$ cat src/logic/dvp_pkg.sv
package dvp_pkg;
	// register bus
	localparam int ADDR_W = 8;
	localparam logic [7:0] ADDR_MISC = 8'h00;
	localparam logic [7:0] ADDR_POL = 8'h04;
	localparam logic [7:0] ADDR_CODING = 8'h08;
	localparam logic [7:0] ADDR_LINE = 8'h0C;
	localparam logic [7:0] ADDR_VTIM = 8'h10;
	localparam logic [7:0] ADDR_STATUS = 8'h14;
	localparam logic [1:0] RESP_OKAY = 2'h0;
	localparam logic [1:0] RESP_SLVERR = 2'h2;
	// field positions
	localparam int MISC_SD_BIT = 1;
	localparam int MISC_CM_BIT = 2;
	localparam int POL_VS = 0;
	localparam int POL_HS = 1;
	localparam int POL_DE = 2;
	localparam int POL_SD = 3;
	localparam int POL_CM = 4;
	localparam int POL_W = 5;
	localparam int LOOSE_BIT = 3;
	localparam int ACTIVE_VIDEO_REGION_LSB = 0;
	localparam int ACTIVE_VIDEO_REGION_W = 11;
	localparam int VBP_LSB = 16;
	localparam int VFP_LSB = 24;
	localparam int PORCH_W = 6;
	localparam int ST_ARMED = 0;
	localparam int ST_ACTIVE = 1;
	localparam int ST_SD_PEND = 2;
	localparam int ST_CM_PEND = 3;
	localparam int ST_OVF = 4;
	localparam int ST_LINE_LSB = 16;
	localparam int LINE_CNT_W = 12;
	localparam int PIX_BUS_W = 24;
	// reset values
	localparam logic [POL_W-1:0] RST_POL = 5'h00;
	localparam logic [2:0] RST_CODING = 3'h5;
	localparam logic [ACTIVE_VIDEO_REGION_W-1:0] RST_ACTIVE_VIDEO_REGION = 11'h1E0;
	localparam logic [PORCH_W-1:0] RST_VBP = 6'h00;
	localparam logic [PORCH_W-1:0] RST_VFP = 6'h00;
	localparam logic [LINE_CNT_W-1:0] LINE_MAX = 12'hFFF;

	typedef enum logic [2:0] {
		CODE_16C1 = 3'h0,
		CODE_16C2 = 3'h1,
		CODE_16C3 = 3'h2,
		CODE_18C1 = 3'h3,
		CODE_18C2 = 3'h4,
		CODE_24 = 3'h5
	} dvp_coding_e;

	typedef enum logic [0:0] {
		CAP_WAIT = 1'h0,
		CAP_RUN = 1'h1
	} dvp_cap_e;

	typedef enum logic [1:0] {
		KIND_SYNC = 2'h0,
		KIND_SHUTDOWN = 2'h1,
		KIND_COLOR = 2'h2
	} dvp_kind_e;

	typedef struct packed {
		logic [7:0] red;
		logic [7:0] green;
		logic [7:0] blue;
	} dvp_pixel_s;

	typedef struct packed {
		dvp_kind_e kind;
		logic value;
		logic vsync;
		logic hsync;
		logic de;
	} dvp_ctrl_s;

	typedef struct packed {
		logic pclk;
		logic vsync;
		logic hsync;
		logic de;
		logic shutdn;
		logic colorm;
		logic [PIX_BUS_W-1:0] data;
	} dvp_pins_s;
endpackage : dvp_pkg

$ cat src/logic/dvp_buf2.sv
`timescale 1ns/1ns
module dvp_buf2 #(
	parameter int WIDTH = 8
) (
	// clock and reset
	input wire logic aclk,
	input wire logic aresetn,
	// fill side
	input wire logic in_valid,
	output logic in_ready,
	input wire logic [WIDTH-1:0] in_data,
	// drain side
	output logic out_valid,
	input wire logic out_ready,
	output logic [WIDTH-1:0] out_data
);
	if (WIDTH < 1) begin : g_bad_width
		$error("WIDTH must be positive");
	end

	logic [1:0] cnt;
	logic [WIDTH-1:0] spare;
	logic push;
	logic pop;

	assign in_ready = (cnt != 2'h2);
	assign out_valid = (cnt != 2'h0);
	assign push = in_valid & in_ready;
	assign pop = out_valid & out_ready;

	always_ff @(posedge aclk) begin
		if (!aresetn) begin
			cnt <= 2'h0;
		end else if (push && !pop) begin
			cnt <= cnt + 2'h1;
		end else if (pop && !push) begin
			cnt <= cnt - 2'h1;
		end
	end

	// head entry is the registered output
	always_ff @(posedge aclk) begin
		if (!aresetn) begin
			out_data <= '0;
			spare <= '0;
		end else begin
			if (pop) begin
				out_data <= (cnt == 2'h2) ? spare : in_data;
			end else if (push && cnt == 2'h0) begin
				out_data <= in_data;
			end
			if (push && ((cnt == 2'h1 && !pop) || cnt == 2'h2)) begin
				spare <= in_data;
			end
		end
	end
endmodule : dvp_buf2

$ cat src/logic/dvp_pixel_input.sv
`timescale 1ns/1ns
// Functional notes
// - accept a 24-line parallel pixel bus carrying live video
// - control changes and pixels go into two separate buffers
// - writing misc config bits 2:1 raises shutdown and colour mode commands
// - 24-bit coding: red 23..16, green 15..8, blue 7..0
// - three 16-bit layouts, unused lines ignored
// - two 18-bit layouts, unused lines ignored
// - each control input has a programmable active level
// - after reset ignore everything until first frame sync edge
// - packed 18-bit coding forces low two line-length bits to zero
// - vertical timing covers up to 2047 active lines
// - vertical timing covers up to 63 back and front porch lines
// - commands wait while the active video region is in progress
module dvp_pixel_input #(
	parameter int PPL_W = 14
) (
	// clock and reset
	input wire logic aclk,
	input wire logic aresetn,
	// register bus
	input wire logic [dvp_pkg::ADDR_W-1:0] s_axi_awaddr,
	input wire logic s_axi_awvalid,
	output logic s_axi_awready,
	input wire logic [31:0] s_axi_wdata,
	input wire logic [3:0] s_axi_wstrb,
	input wire logic s_axi_wvalid,
	output logic s_axi_wready,
	output logic [1:0] s_axi_bresp,
	output logic s_axi_bvalid,
	input wire logic s_axi_bready,
	input wire logic [dvp_pkg::ADDR_W-1:0] s_axi_araddr,
	input wire logic s_axi_arvalid,
	output logic s_axi_arready,
	output logic [31:0] s_axi_rdata,
	output logic [1:0] s_axi_rresp,
	output logic s_axi_rvalid,
	input wire logic s_axi_rready,
	// pixel pins
	input wire logic dpi_pclk,
	input wire logic dpi_vsync,
	input wire logic dpi_hsync,
	input wire logic dpi_de,
	input wire logic dpi_shutdn,
	input wire logic dpi_colorm,
	input wire logic [dvp_pkg::PIX_BUS_W-1:0] dpi_data,
	output logic dpi_halt,
	// control stream
	output logic ctrl_valid,
	input wire logic ctrl_ready,
	output dvp_pkg::dvp_ctrl_s ctrl_data,
	// pixel stream
	output logic pix_valid,
	input wire logic pix_ready,
	output dvp_pkg::dvp_pixel_s pix_data,
	// timing toward the packet builder
	output logic [PPL_W-1:0] ppl_eff,
	output logic [dvp_pkg::ACTIVE_VIDEO_REGION_W-1:0] active_video_region,
	output logic [dvp_pkg::PORCH_W-1:0] vbp,
	output logic [dvp_pkg::PORCH_W-1:0] vfp,
	output logic in_active
);
	if (PPL_W < 3 || PPL_W > 16) begin : g_bad_ppl
		$error("PPL_W out of range");
	end

	////////////////////////////////////////////////////////////////////////
	// registers and bus state
	logic misc_sd;
	logic misc_cm;
	logic [dvp_pkg::POL_W-1:0] pol;
	logic [2:0] coding;
	logic loose;
	logic [PPL_W-1:0] ppl;
	logic ovf;
	logic aw_hold;
	logic w_hold;
	logic [dvp_pkg::ADDR_W-1:0] aw_addr;
	logic [31:0] w_data;
	logic [3:0] w_strb;
	logic wr_fire;
	logic ar_fire;
	logic [32:0] wr_old;
	logic [32:0] rd_sel;
	logic [31:0] wr_new;
	logic wr_misc;
	logic wr_sd_bit;
	logic wr_cm_bit;
	logic code18_packed;
	logic [PPL_W-1:0] ppl_c;
	dvp_pkg::dvp_cap_e state;
	logic [dvp_pkg::LINE_CNT_W-1:0] line;
	logic sd_pend;
	logic cm_pend;
	logic sd_val;
	logic cm_val;

	function automatic logic [31:0] merge(input logic [31:0] old,
		input logic [31:0] nw, input logic [3:0] strb);
		logic [31:0] res;
		res = old;
		for (int i = 0; i < 4; i++) begin
			if (strb[i]) begin
				res[8*i +: 8] = nw[8*i +: 8];
			end
		end
		return res;
	endfunction : merge

	// top bit flags an unmapped address
	function automatic logic [32:0] reg_word(
		input logic [dvp_pkg::ADDR_W-1:0] a);
		logic [31:0] w;
		logic err;
		w = 32'h0000_0000;
		err = 1'b0;
		case ({a[dvp_pkg::ADDR_W-1:2], 2'h0})
			dvp_pkg::ADDR_MISC: begin
				w[dvp_pkg::MISC_SD_BIT] = misc_sd;
				w[dvp_pkg::MISC_CM_BIT] = misc_cm;
			end
			dvp_pkg::ADDR_POL: w[dvp_pkg::POL_W-1:0] = pol;
			dvp_pkg::ADDR_CODING: begin
				w[2:0] = coding;
				w[dvp_pkg::LOOSE_BIT] = loose;
			end
			dvp_pkg::ADDR_LINE: w[PPL_W-1:0] = ppl_c;
			dvp_pkg::ADDR_VTIM: begin
				w[dvp_pkg::ACTIVE_VIDEO_REGION_LSB +: dvp_pkg::ACTIVE_VIDEO_REGION_W] = active_video_region;
				w[dvp_pkg::VBP_LSB +: dvp_pkg::PORCH_W] = vbp;
				w[dvp_pkg::VFP_LSB +: dvp_pkg::PORCH_W] = vfp;
			end
			dvp_pkg::ADDR_STATUS: begin
				w[dvp_pkg::ST_ARMED] = (state == dvp_pkg::CAP_RUN);
				w[dvp_pkg::ST_ACTIVE] = in_active;
				w[dvp_pkg::ST_SD_PEND] = sd_pend;
				w[dvp_pkg::ST_CM_PEND] = cm_pend;
				w[dvp_pkg::ST_OVF] = ovf;
				w[dvp_pkg::ST_LINE_LSB +: dvp_pkg::LINE_CNT_W] = line;
			end
			default: err = 1'b1;
		endcase
		return {err, w};
	endfunction : reg_word

	assign s_axi_awready = !aw_hold;
	assign s_axi_wready = !w_hold;
	assign s_axi_arready = !s_axi_rvalid;
	assign wr_fire = aw_hold & w_hold & !s_axi_bvalid;
	assign ar_fire = s_axi_arvalid & s_axi_arready;
	// a process also follows the registers that the function reads
	always_comb begin
		wr_old = reg_word(aw_addr);
		rd_sel = reg_word(s_axi_araddr);
	end
	assign wr_new = merge(wr_old[31:0], w_data, w_strb);
	assign wr_misc = wr_fire && ({aw_addr[dvp_pkg::ADDR_W-1:2], 2'h0}
		== dvp_pkg::ADDR_MISC) && w_strb[0];
	assign wr_sd_bit = wr_new[dvp_pkg::MISC_SD_BIT];
	assign wr_cm_bit = wr_new[dvp_pkg::MISC_CM_BIT];

	always_ff @(posedge aclk) begin
		if (!aresetn) begin
			aw_hold <= 1'b0;
			w_hold <= 1'b0;
			aw_addr <= '0;
			w_data <= 32'h0000_0000;
			w_strb <= 4'h0;
			s_axi_bvalid <= 1'b0;
			s_axi_bresp <= dvp_pkg::RESP_OKAY;
		end else begin
			if (s_axi_awvalid && s_axi_awready) begin
				aw_hold <= 1'b1;
				aw_addr <= s_axi_awaddr;
			end else if (wr_fire) begin
				aw_hold <= 1'b0;
			end
			if (s_axi_wvalid && s_axi_wready) begin
				w_hold <= 1'b1;
				w_data <= s_axi_wdata;
				w_strb <= s_axi_wstrb;
			end else if (wr_fire) begin
				w_hold <= 1'b0;
			end
			if (wr_fire) begin
				s_axi_bvalid <= 1'b1;
				s_axi_bresp <= wr_old[32] ? dvp_pkg::RESP_SLVERR
					: dvp_pkg::RESP_OKAY;
			end else if (s_axi_bready) begin
				s_axi_bvalid <= 1'b0;
			end
		end
	end

	always_ff @(posedge aclk) begin
		if (!aresetn) begin
			s_axi_rvalid <= 1'b0;
			s_axi_rdata <= 32'h0000_0000;
			s_axi_rresp <= dvp_pkg::RESP_OKAY;
		end else if (ar_fire) begin
			s_axi_rvalid <= 1'b1;
			s_axi_rdata <= rd_sel[31:0];
			s_axi_rresp <= rd_sel[32] ? dvp_pkg::RESP_SLVERR
				: dvp_pkg::RESP_OKAY;
		end else if (s_axi_rready) begin
			s_axi_rvalid <= 1'b0;
		end
	end

	// configuration writes
	always_ff @(posedge aclk) begin
		if (!aresetn) begin
			misc_sd <= 1'b0;
			misc_cm <= 1'b0;
			pol <= dvp_pkg::RST_POL;
			coding <= dvp_pkg::RST_CODING;
			loose <= 1'b0;
			ppl <= '0;
			active_video_region <= dvp_pkg::RST_ACTIVE_VIDEO_REGION;
			vbp <= dvp_pkg::RST_VBP;
			vfp <= dvp_pkg::RST_VFP;
		end else if (wr_fire) begin
			case ({aw_addr[dvp_pkg::ADDR_W-1:2], 2'h0})
				dvp_pkg::ADDR_MISC: begin
					misc_sd <= wr_sd_bit;
					misc_cm <= wr_cm_bit;
				end
				dvp_pkg::ADDR_POL: pol <= wr_new[dvp_pkg::POL_W-1:0];
				dvp_pkg::ADDR_CODING: begin
					coding <= wr_new[2:0];
					loose <= wr_new[dvp_pkg::LOOSE_BIT];
				end
				dvp_pkg::ADDR_LINE: ppl <= wr_new[PPL_W-1:0];
				dvp_pkg::ADDR_VTIM: begin
					active_video_region <= wr_new[dvp_pkg::ACTIVE_VIDEO_REGION_LSB +: dvp_pkg::ACTIVE_VIDEO_REGION_W];
					vbp <= wr_new[dvp_pkg::VBP_LSB +: dvp_pkg::PORCH_W];
					vfp <= wr_new[dvp_pkg::VFP_LSB +: dvp_pkg::PORCH_W];
				end
				default: begin
				end
			endcase
		end
	end

	assign code18_packed = !loose && (coding == dvp_pkg::CODE_18C1
		|| coding == dvp_pkg::CODE_18C2);

	always_comb begin
		ppl_c = ppl;
		if (code18_packed) begin
			ppl_c[1:0] = 2'h0;
		end
	end

	always_ff @(posedge aclk) begin
		if (!aresetn) begin
			ppl_eff <= '0;
		end else begin
			ppl_eff <= ppl_c;
		end
	end

	////////////////////////////////////////////////////////////////////////
	// pin synchroniser and pixel clock edge
	dvp_pkg::dvp_pins_s pin_now;
	dvp_pkg::dvp_pins_s s1;
	dvp_pkg::dvp_pins_s s2;
	dvp_pkg::dvp_pins_s s3;
	logic pclk_level;
	logic pix_edge;
	logic cur_vs;
	logic cur_hs;
	logic cur_de;
	logic cur_sd;
	logic cur_cm;
	logic prev_vs;
	logic prev_hs;
	logic prev_de;
	logic prev_sd;
	logic prev_cm;

	assign pin_now = {dpi_pclk, dpi_vsync, dpi_hsync, dpi_de, dpi_shutdn,
		dpi_colorm, dpi_data};

	always_ff @(posedge aclk) begin
		if (!aresetn) begin
			s1 <= '0;
			s2 <= '0;
			s3 <= '0;
			pclk_level <= 1'b0;
		end else begin
			s1 <= pin_now;
			s2 <= s1;
			s3 <= s2;
			if (s2.pclk == s3.pclk) begin
				pclk_level <= s3.pclk;
			end
		end
	end

	assign pix_edge = s2.pclk & s3.pclk & !pclk_level;
	assign cur_vs = s3.vsync ^ pol[dvp_pkg::POL_VS];
	assign cur_hs = s3.hsync ^ pol[dvp_pkg::POL_HS];
	assign cur_de = s3.de ^ pol[dvp_pkg::POL_DE];
	assign cur_sd = s3.shutdn ^ pol[dvp_pkg::POL_SD];
	assign cur_cm = s3.colorm ^ pol[dvp_pkg::POL_CM];

	always_ff @(posedge aclk) begin
		if (!aresetn) begin
			prev_vs <= 1'b0;
			prev_hs <= 1'b0;
			prev_de <= 1'b0;
			prev_sd <= 1'b0;
			prev_cm <= 1'b0;
		end else if (pix_edge) begin
			prev_vs <= cur_vs;
			prev_hs <= cur_hs;
			prev_de <= cur_de;
			prev_sd <= cur_sd;
			prev_cm <= cur_cm;
		end
	end

	////////////////////////////////////////////////////////////////////////
	// frame arming, line count and capture
	logic vs_rise;
	logic hs_rise;
	logic run_edge;
	logic sync_chg;
	logic sync_push;
	logic pix_want;
	logic ctrl_rdy;
	logic pix_rdy;
	logic ctrl_push;
	logic pix_push;
	logic ovf_set;
	logic cmd_ok;
	logic sd_emit;
	logic cm_emit;
	logic [dvp_pkg::LINE_CNT_W-1:0] act_lo;
	logic [dvp_pkg::LINE_CNT_W-1:0] act_hi;
	dvp_pkg::dvp_ctrl_s ctrl_in;
	dvp_pkg::dvp_pixel_s pix_in;

	assign vs_rise = pix_edge & cur_vs & !prev_vs;
	assign hs_rise = pix_edge & cur_hs & !prev_hs;

	always_ff @(posedge aclk) begin
		if (!aresetn) begin
			state <= dvp_pkg::CAP_WAIT;
		end else begin
			case (state)
				dvp_pkg::CAP_WAIT: if (vs_rise) state <= dvp_pkg::CAP_RUN;
				dvp_pkg::CAP_RUN: state <= dvp_pkg::CAP_RUN;
				default: state <= dvp_pkg::CAP_WAIT;
			endcase
		end
	end

	// the arming edge itself opens the frame
	assign run_edge = pix_edge & ((state == dvp_pkg::CAP_RUN) | vs_rise);
	assign sync_chg = run_edge & ({cur_vs, cur_hs, cur_de}
		!= {prev_vs, prev_hs, prev_de});
	assign pix_want = run_edge & cur_de;
	assign sync_push = sync_chg & ctrl_rdy;
	assign pix_push = pix_want & pix_rdy;
	assign ovf_set = (sync_chg & !ctrl_rdy) | (pix_want & !pix_rdy);
	assign dpi_halt = !(ctrl_rdy & pix_rdy);

	assign act_lo = dvp_pkg::LINE_CNT_W'(vbp);
	assign act_hi = act_lo + dvp_pkg::LINE_CNT_W'(active_video_region);

	always_ff @(posedge aclk) begin
		if (!aresetn) begin
			line <= '0;
			in_active <= 1'b0;
		end else begin
			if (vs_rise) begin
				line <= '0;
			end else if (state == dvp_pkg::CAP_RUN && hs_rise
				&& line != dvp_pkg::LINE_MAX) begin
				line <= line + 12'h001;
			end
			in_active <= (state == dvp_pkg::CAP_RUN) && (line >= act_lo)
				&& (line < act_hi);
		end
	end

	// commands leave only outside the active region of an armed frame
	assign cmd_ok = (state == dvp_pkg::CAP_RUN) & !in_active & ctrl_rdy
		& !sync_chg;
	assign sd_emit = cmd_ok & sd_pend;
	assign cm_emit = cmd_ok & cm_pend & !sd_pend;
	assign ctrl_push = sync_push | sd_emit | cm_emit;

	// a new trigger wins over the emit that clears it
	always_ff @(posedge aclk) begin
		if (!aresetn) begin
			sd_pend <= 1'b0;
			sd_val <= 1'b0;
			cm_pend <= 1'b0;
			cm_val <= 1'b0;
			ovf <= 1'b0;
		end else begin
			if (wr_misc || (run_edge && cur_sd != prev_sd)) begin
				sd_pend <= 1'b1;
				sd_val <= wr_misc ? wr_sd_bit : cur_sd;
			end else if (sd_emit) begin
				sd_pend <= 1'b0;
			end
			if (wr_misc || (run_edge && cur_cm != prev_cm)) begin
				cm_pend <= 1'b1;
				cm_val <= wr_misc ? wr_cm_bit : cur_cm;
			end else if (cm_emit) begin
				cm_pend <= 1'b0;
			end
			if (ovf_set) begin
				ovf <= 1'b1;
			end else if (wr_fire && w_strb[0] && w_data[dvp_pkg::ST_OVF]
				&& {aw_addr[dvp_pkg::ADDR_W-1:2], 2'h0}
				== dvp_pkg::ADDR_STATUS) begin
				ovf <= 1'b0;
			end
		end
	end

	always_comb begin
		ctrl_in = '{kind: dvp_pkg::KIND_SYNC, value: 1'b0, vsync: prev_vs,
			hsync: prev_hs, de: prev_de};
		if (sync_chg) begin
			ctrl_in.vsync = cur_vs;
			ctrl_in.hsync = cur_hs;
			ctrl_in.de = cur_de;
		end else if (sd_emit) begin
			ctrl_in.kind = dvp_pkg::KIND_SHUTDOWN;
			ctrl_in.value = sd_val;
		end else if (cm_emit) begin
			ctrl_in.kind = dvp_pkg::KIND_COLOR;
			ctrl_in.value = cm_val;
		end
	end

	// colour unpacking, narrow fields sit in the low bits
	always_comb begin
		pix_in = '0;
		case (dvp_pkg::dvp_coding_e'(coding))
			dvp_pkg::CODE_16C1: begin
				pix_in.red[4:0] = s3.data[15:11];
				pix_in.green[5:0] = s3.data[10:5];
				pix_in.blue[4:0] = s3.data[4:0];
			end
			dvp_pkg::CODE_16C2: begin
				pix_in.red[4:0] = s3.data[20:16];
				pix_in.green[5:0] = s3.data[13:8];
				pix_in.blue[4:0] = s3.data[4:0];
			end
			dvp_pkg::CODE_16C3: begin
				pix_in.red[4:0] = s3.data[21:17];
				pix_in.green[5:0] = s3.data[13:8];
				pix_in.blue[4:0] = s3.data[5:1];
			end
			dvp_pkg::CODE_18C1: begin
				pix_in.red[5:0] = s3.data[17:12];
				pix_in.green[5:0] = s3.data[11:6];
				pix_in.blue[5:0] = s3.data[5:0];
			end
			dvp_pkg::CODE_18C2: begin
				pix_in.red[5:0] = s3.data[21:16];
				pix_in.green[5:0] = s3.data[13:8];
				pix_in.blue[5:0] = s3.data[5:0];
			end
			default: begin
				pix_in.red = s3.data[23:16];
				pix_in.green = s3.data[15:8];
				pix_in.blue = s3.data[7:0];
			end
		endcase
	end

	dvp_buf2 #(.WIDTH($bits(dvp_pkg::dvp_ctrl_s))) u_ctrl_buf (
		.aclk(aclk),
		.aresetn(aresetn),
		.in_valid(ctrl_push),
		.in_ready(ctrl_rdy),
		.in_data(ctrl_in),
		.out_valid(ctrl_valid),
		.out_ready(ctrl_ready),
		.out_data(ctrl_data)
	);

	dvp_buf2 #(.WIDTH($bits(dvp_pkg::dvp_pixel_s))) u_pix_buf (
		.aclk(aclk),
		.aresetn(aresetn),
		.in_valid(pix_push),
		.in_ready(pix_rdy),
		.in_data(pix_in),
		.out_valid(pix_valid),
		.out_ready(pix_ready),
		.out_data(pix_data)
	);
endmodule : dvp_pixel_input

$ cat config.mk
export PLATFORM = sky130hd
export DESIGN_NAME = dvp_pixel_input
export DESIGN_NICKNAME = d
export VERILOG_FILES = /design/src/logic/dvp_pkg.sv /design/src/logic/dvp_buf2.sv /design/src/logic/dvp_pixel_input.sv
export SDC_FILE = /design/constraint.sdc
export NUM_CORES = 1
export LEC_CHECK = 0
export BUFFER_PORTS_ARGS = -buffer_cell sky130_fd_sc_hd__buf_2
export CAP_MARGIN = 5
export CORE_MARGIN = 5
export CORE_UTILIZATION = 40
export CTS_BUF_LIST = sky130_fd_sc_hd__clkbuf_4 sky130_fd_sc_hd__clkbuf_8 sky130_fd_sc_hd__clkbuf_16
export DETAILED_ROUTE_END_ITERATION = 10
export PLACE_DENSITY = 0.58
export SYNTH_ARGS = -nofsm -noshare
export SYNTH_HDL_FRONTEND = slang
export SYNTH_SLANG_ARGS = --single-unit
$ cat constraint.sdc
create_clock -name aclk -period 8.1 [get_ports aclk]
set_input_delay 1.62 -clock aclk [delete_from_list [all_inputs] [get_ports aclk]]
set_output_delay 1.62 -clock aclk [all_outputs]
set_load 0.03 [all_outputs]
==> results.json <==
{
  "report.final.setup_viol": 0,
  "worst_clock_skew_ns": 0.0126,
  "r2r_cells": 13,
  "power.leakage_uw": 0.00603,
  "holdPathStages": 1,
  "crit_arrival_ns": 1.82,
  "ys_warn_count": 0,
  "dp_hpwl_um": 24600,
  "first_iter_violations": 736,
  "cp.depth": 4,
  "synth_edf_count": 0,
  "port_buffers": 186,
  "dr.pass1.iters": 6,
  "numCtsBuffers": 35,
  "drcViolationCount": 0,
  "via_count": 10600,
  "min_period_ns": 3.44,
  "critPathMaxFanout": 6,
  "wl_per_cell_um": 16.7,
  "insertion_delay_ns": 0.51,
  "cp_top_family": "flip-flops",
  "dieHeight_um": 191,
  "start_util_pct": 40.3,
  "die_w_um": 191,
  "cts_tree": "yes",
  "root_buffer": "clkbuf_16",
  "critPathMaxStageDelay_ns": 0.37,
  "grt.busiest_layer": "met2",
  "grt_pass1_wl_um": 54200,
  "crit_path_start_kind": "register",
  "ant_nets": 0,
  "layout_common_cells": "311 x dfxtp_1, 232 x nand2_1, 186 x buf_2",
  "r2r_slack_ns": 4.91,
  "grt_pass1_vias": 9990,
  "worstSetupEndpoint": "dpi_halt",
  "r2r_end": "in_active",
  "dieArea_mm2": 0.0363,
  "layout.nets": 1743,
  "use_met1_pct": 26.5,
  "cp_num_buf_inv": 2,
  "grt_max_degree": 125,
  "period_share_pct": 42.5,
  "place_congestion": 0.856,
  "h-tree-depth": 2,
  "fmax_ghz": 0.291,
  "hold_violations": 0,
  "antenna_found_initial": 3,
  "relSlewSlack_pct": 25.8,
  "ys_seq_area_share_pct": 47.7,
  "via_per_inst": 5.08,
  "syn-cell-area_mm2": 0.0130,
  "path_cells": "inv_1 -> ha_1 -> or2_2 -> buf_2",
  "clockBufferDepth": 3,
  "syn_to_final_growth_pct": 17.7,
  "path_clk_slew_ns": 0.06,
  "cts_hold_buffers": 0,
  "crit_type": "register to output port",
  "max-cap-violations": 0,
  "drv_slew": 0,
  "grt_use_met2_pct": 28.6,
  "end_kind": "output port",
  "rsz0062_at_grt": "false",
  "clock-sinks": 311,
  "syn-instance-count": 1482,
  "crit_start": "u_pix_buf.cnt[0]",
  "wirelength_um": 34800,
  "ctsResizeCount": 0,
  "max_slew.worst_pin.slew_ns": 1.11,
  "hold_ws_ns": 0.425,
  "setup_tns_ns": 0,
  "grt_overflow": 0,
  "synth_top_flop_cell": "dfxtp_1",
  "track_usage_pct": 18.4,
  "avgSynthCellArea_um2": 8.80,
  "hp-class": "register to register",
  "crit_required_ns": 6.48,
  "post-cts-setup-buffer-count": 0,
  "synth_seq_cells": 311,
  "run_status": "finished, final reports clean",
  "async_flop_share_pct": 0,
  "vdd_ir_drop_max_uv": 142,
  "core_area_mm2": 0.0324,
  "use_met3_pct": 3.55,
  "synth_cell_types": 72,
  "power.density_mw_per_mm2": 230,
  "drive_above_1_share_pct": 18.0,
  "mostFrequentLayoutCell": "dfxtp_1",
  "ios": 203,
  "cp_slowest_cell": "dfxtp_1",
  "finish.utilization_pct": 47.4,
  "r2r-start": "active_video_region[1]",
  "placementRows": 66
}
## per-stage QoR
step	instance area, um2	setup slack [ns]	total power, uW	instances
4_1_cts	15300	4.65	3570	2082
6_report	15300	4.66	3530	2084
3_5_place_dp	14200	4.39	1970	2023
3_3_place_gp	14200	4.41	1970	2023
2_1_floorplan	13100	5.07	1880	1487
5_1_grt	15300	4.59	3670	2084
## logic make-up after synthesis
| group | share of synthesized area (%) |
|---|---|
| buffers and inverters | 4.36 |
| adders and majority gates | 3.32 |
| xor gates and xnor gates | 2.63 |
| DFF | 47.7 |
| and+or+nand+nor | 22.9 |
| other | 0.0288 |
| AOI/OAI and AO/OA | 15.9 |
| muxes | 3.20 |
## layer usage
metal	wire (um)	up-vias	share of wire, %
met1	16900	4910	49
met3	2040	44	5.9
met5	20	-	0.057
met2	15200	285	44
li1	-	5355	-
met4	638	2	1.8
## where the power goes
| part | switching (uW) | internal [uW] | total, uW | leakage (uW) |
|---|---|---|---|---|
| registers | 37.7 | 1590 | 1620 | 0.00253 |
| logic | 206 | 106 | 312 | 0.00291 |
| clock network | 616 | 980 | 1600 | 0.000589 |
| total | 860 | 2670 | 3530 | 0.00603 |
## worst reg2reg max path, stage by stage, from the launching register on
cell,delay [ns]
dfxtp_1,0.57
ha_1,0.31
a21o_1,0.17
a21oi_1,0.22
o21bai_1,0.11
a211oi_1,0.39
nor3b_1,0.12
xnor2_1,0.15
ha_1,0.30
a21oi_1,0.15
nor2b_1,0.05
o21ai_0,0.15
nand4b_1,0.12
a221oi_1,0.26
## how the worst min path moves through the flow
stage,from,endpoint,slack [ns]
final,s1[3],s2[3],0.42
after global routing,s1[9],s2[9],0.44
after CTS,s1[3],s2[3],0.43
after global placement,s1[6],s2[6],0.42
after detailed placement,s2[6],s3[6],0.42
after floorplan,s1[0],s2[0],0.41
## state kept, by name, summed over array words and instances (netlist names), 3 cells and up
name                 flops
active_video_region     11
aw_addr                  6
coding                   3
line                    12
pol                      5
ppl                     14
ppl_eff                 14
s1                      30
s2                      30
s3                      30
s_axi_rdata             28
u_ctrl_buf.out_data      6
u_ctrl_buf.spare         6
u_pix_buf.out_data      24
u_pix_buf.spare         24
vbp                      6
vfp                      6
w_data                  26
w_strb                   4
## final cells by class
| type | instances | area (um2) |
|---|---|---|
| diodes | 2 | 5.00 |
| clock buffers | 48 | 1020 |
| clock inverters | 11 | 149 |
| fillers | 3247 | 17000 |
| inverters | 31 | 121 |
| multi-input cells | 1045 | 6280 |
| flip-flops and latches | 311 | 6230 |
| well taps | 442 | 553 |
| repair buffers | 194 | 991 |
## synthesized netlist by cell type (16+ instances only)
cell | n | area share [%]
inv_1 | 30 | 0.86
dfxtp_1 | 311 | 48
a211oi_1 | 19 | 1.1
a311oi_2 | 16 | 1.8
nand3_1 | 54 | 2.1
nand2_1 | 232 | 6.7
nor2b_1 | 16 | 0.77
a21oi_1 | 137 | 5.3
nor2_1 | 130 | 3.7
nor3_1 | 28 | 1.1
clkbuf_1 | 73 | 2.1
o21ai_0 | 38 | 1.5
mux2i_1 | 35 | 2.7
ha_1 | 33 | 3.2
xnor2_1 | 19 | 1.3
and2_1 | 111 | 5.3
a221oi_1 | 18 | 1.2
Note: power is estimated with default switching activity, not from simulation.
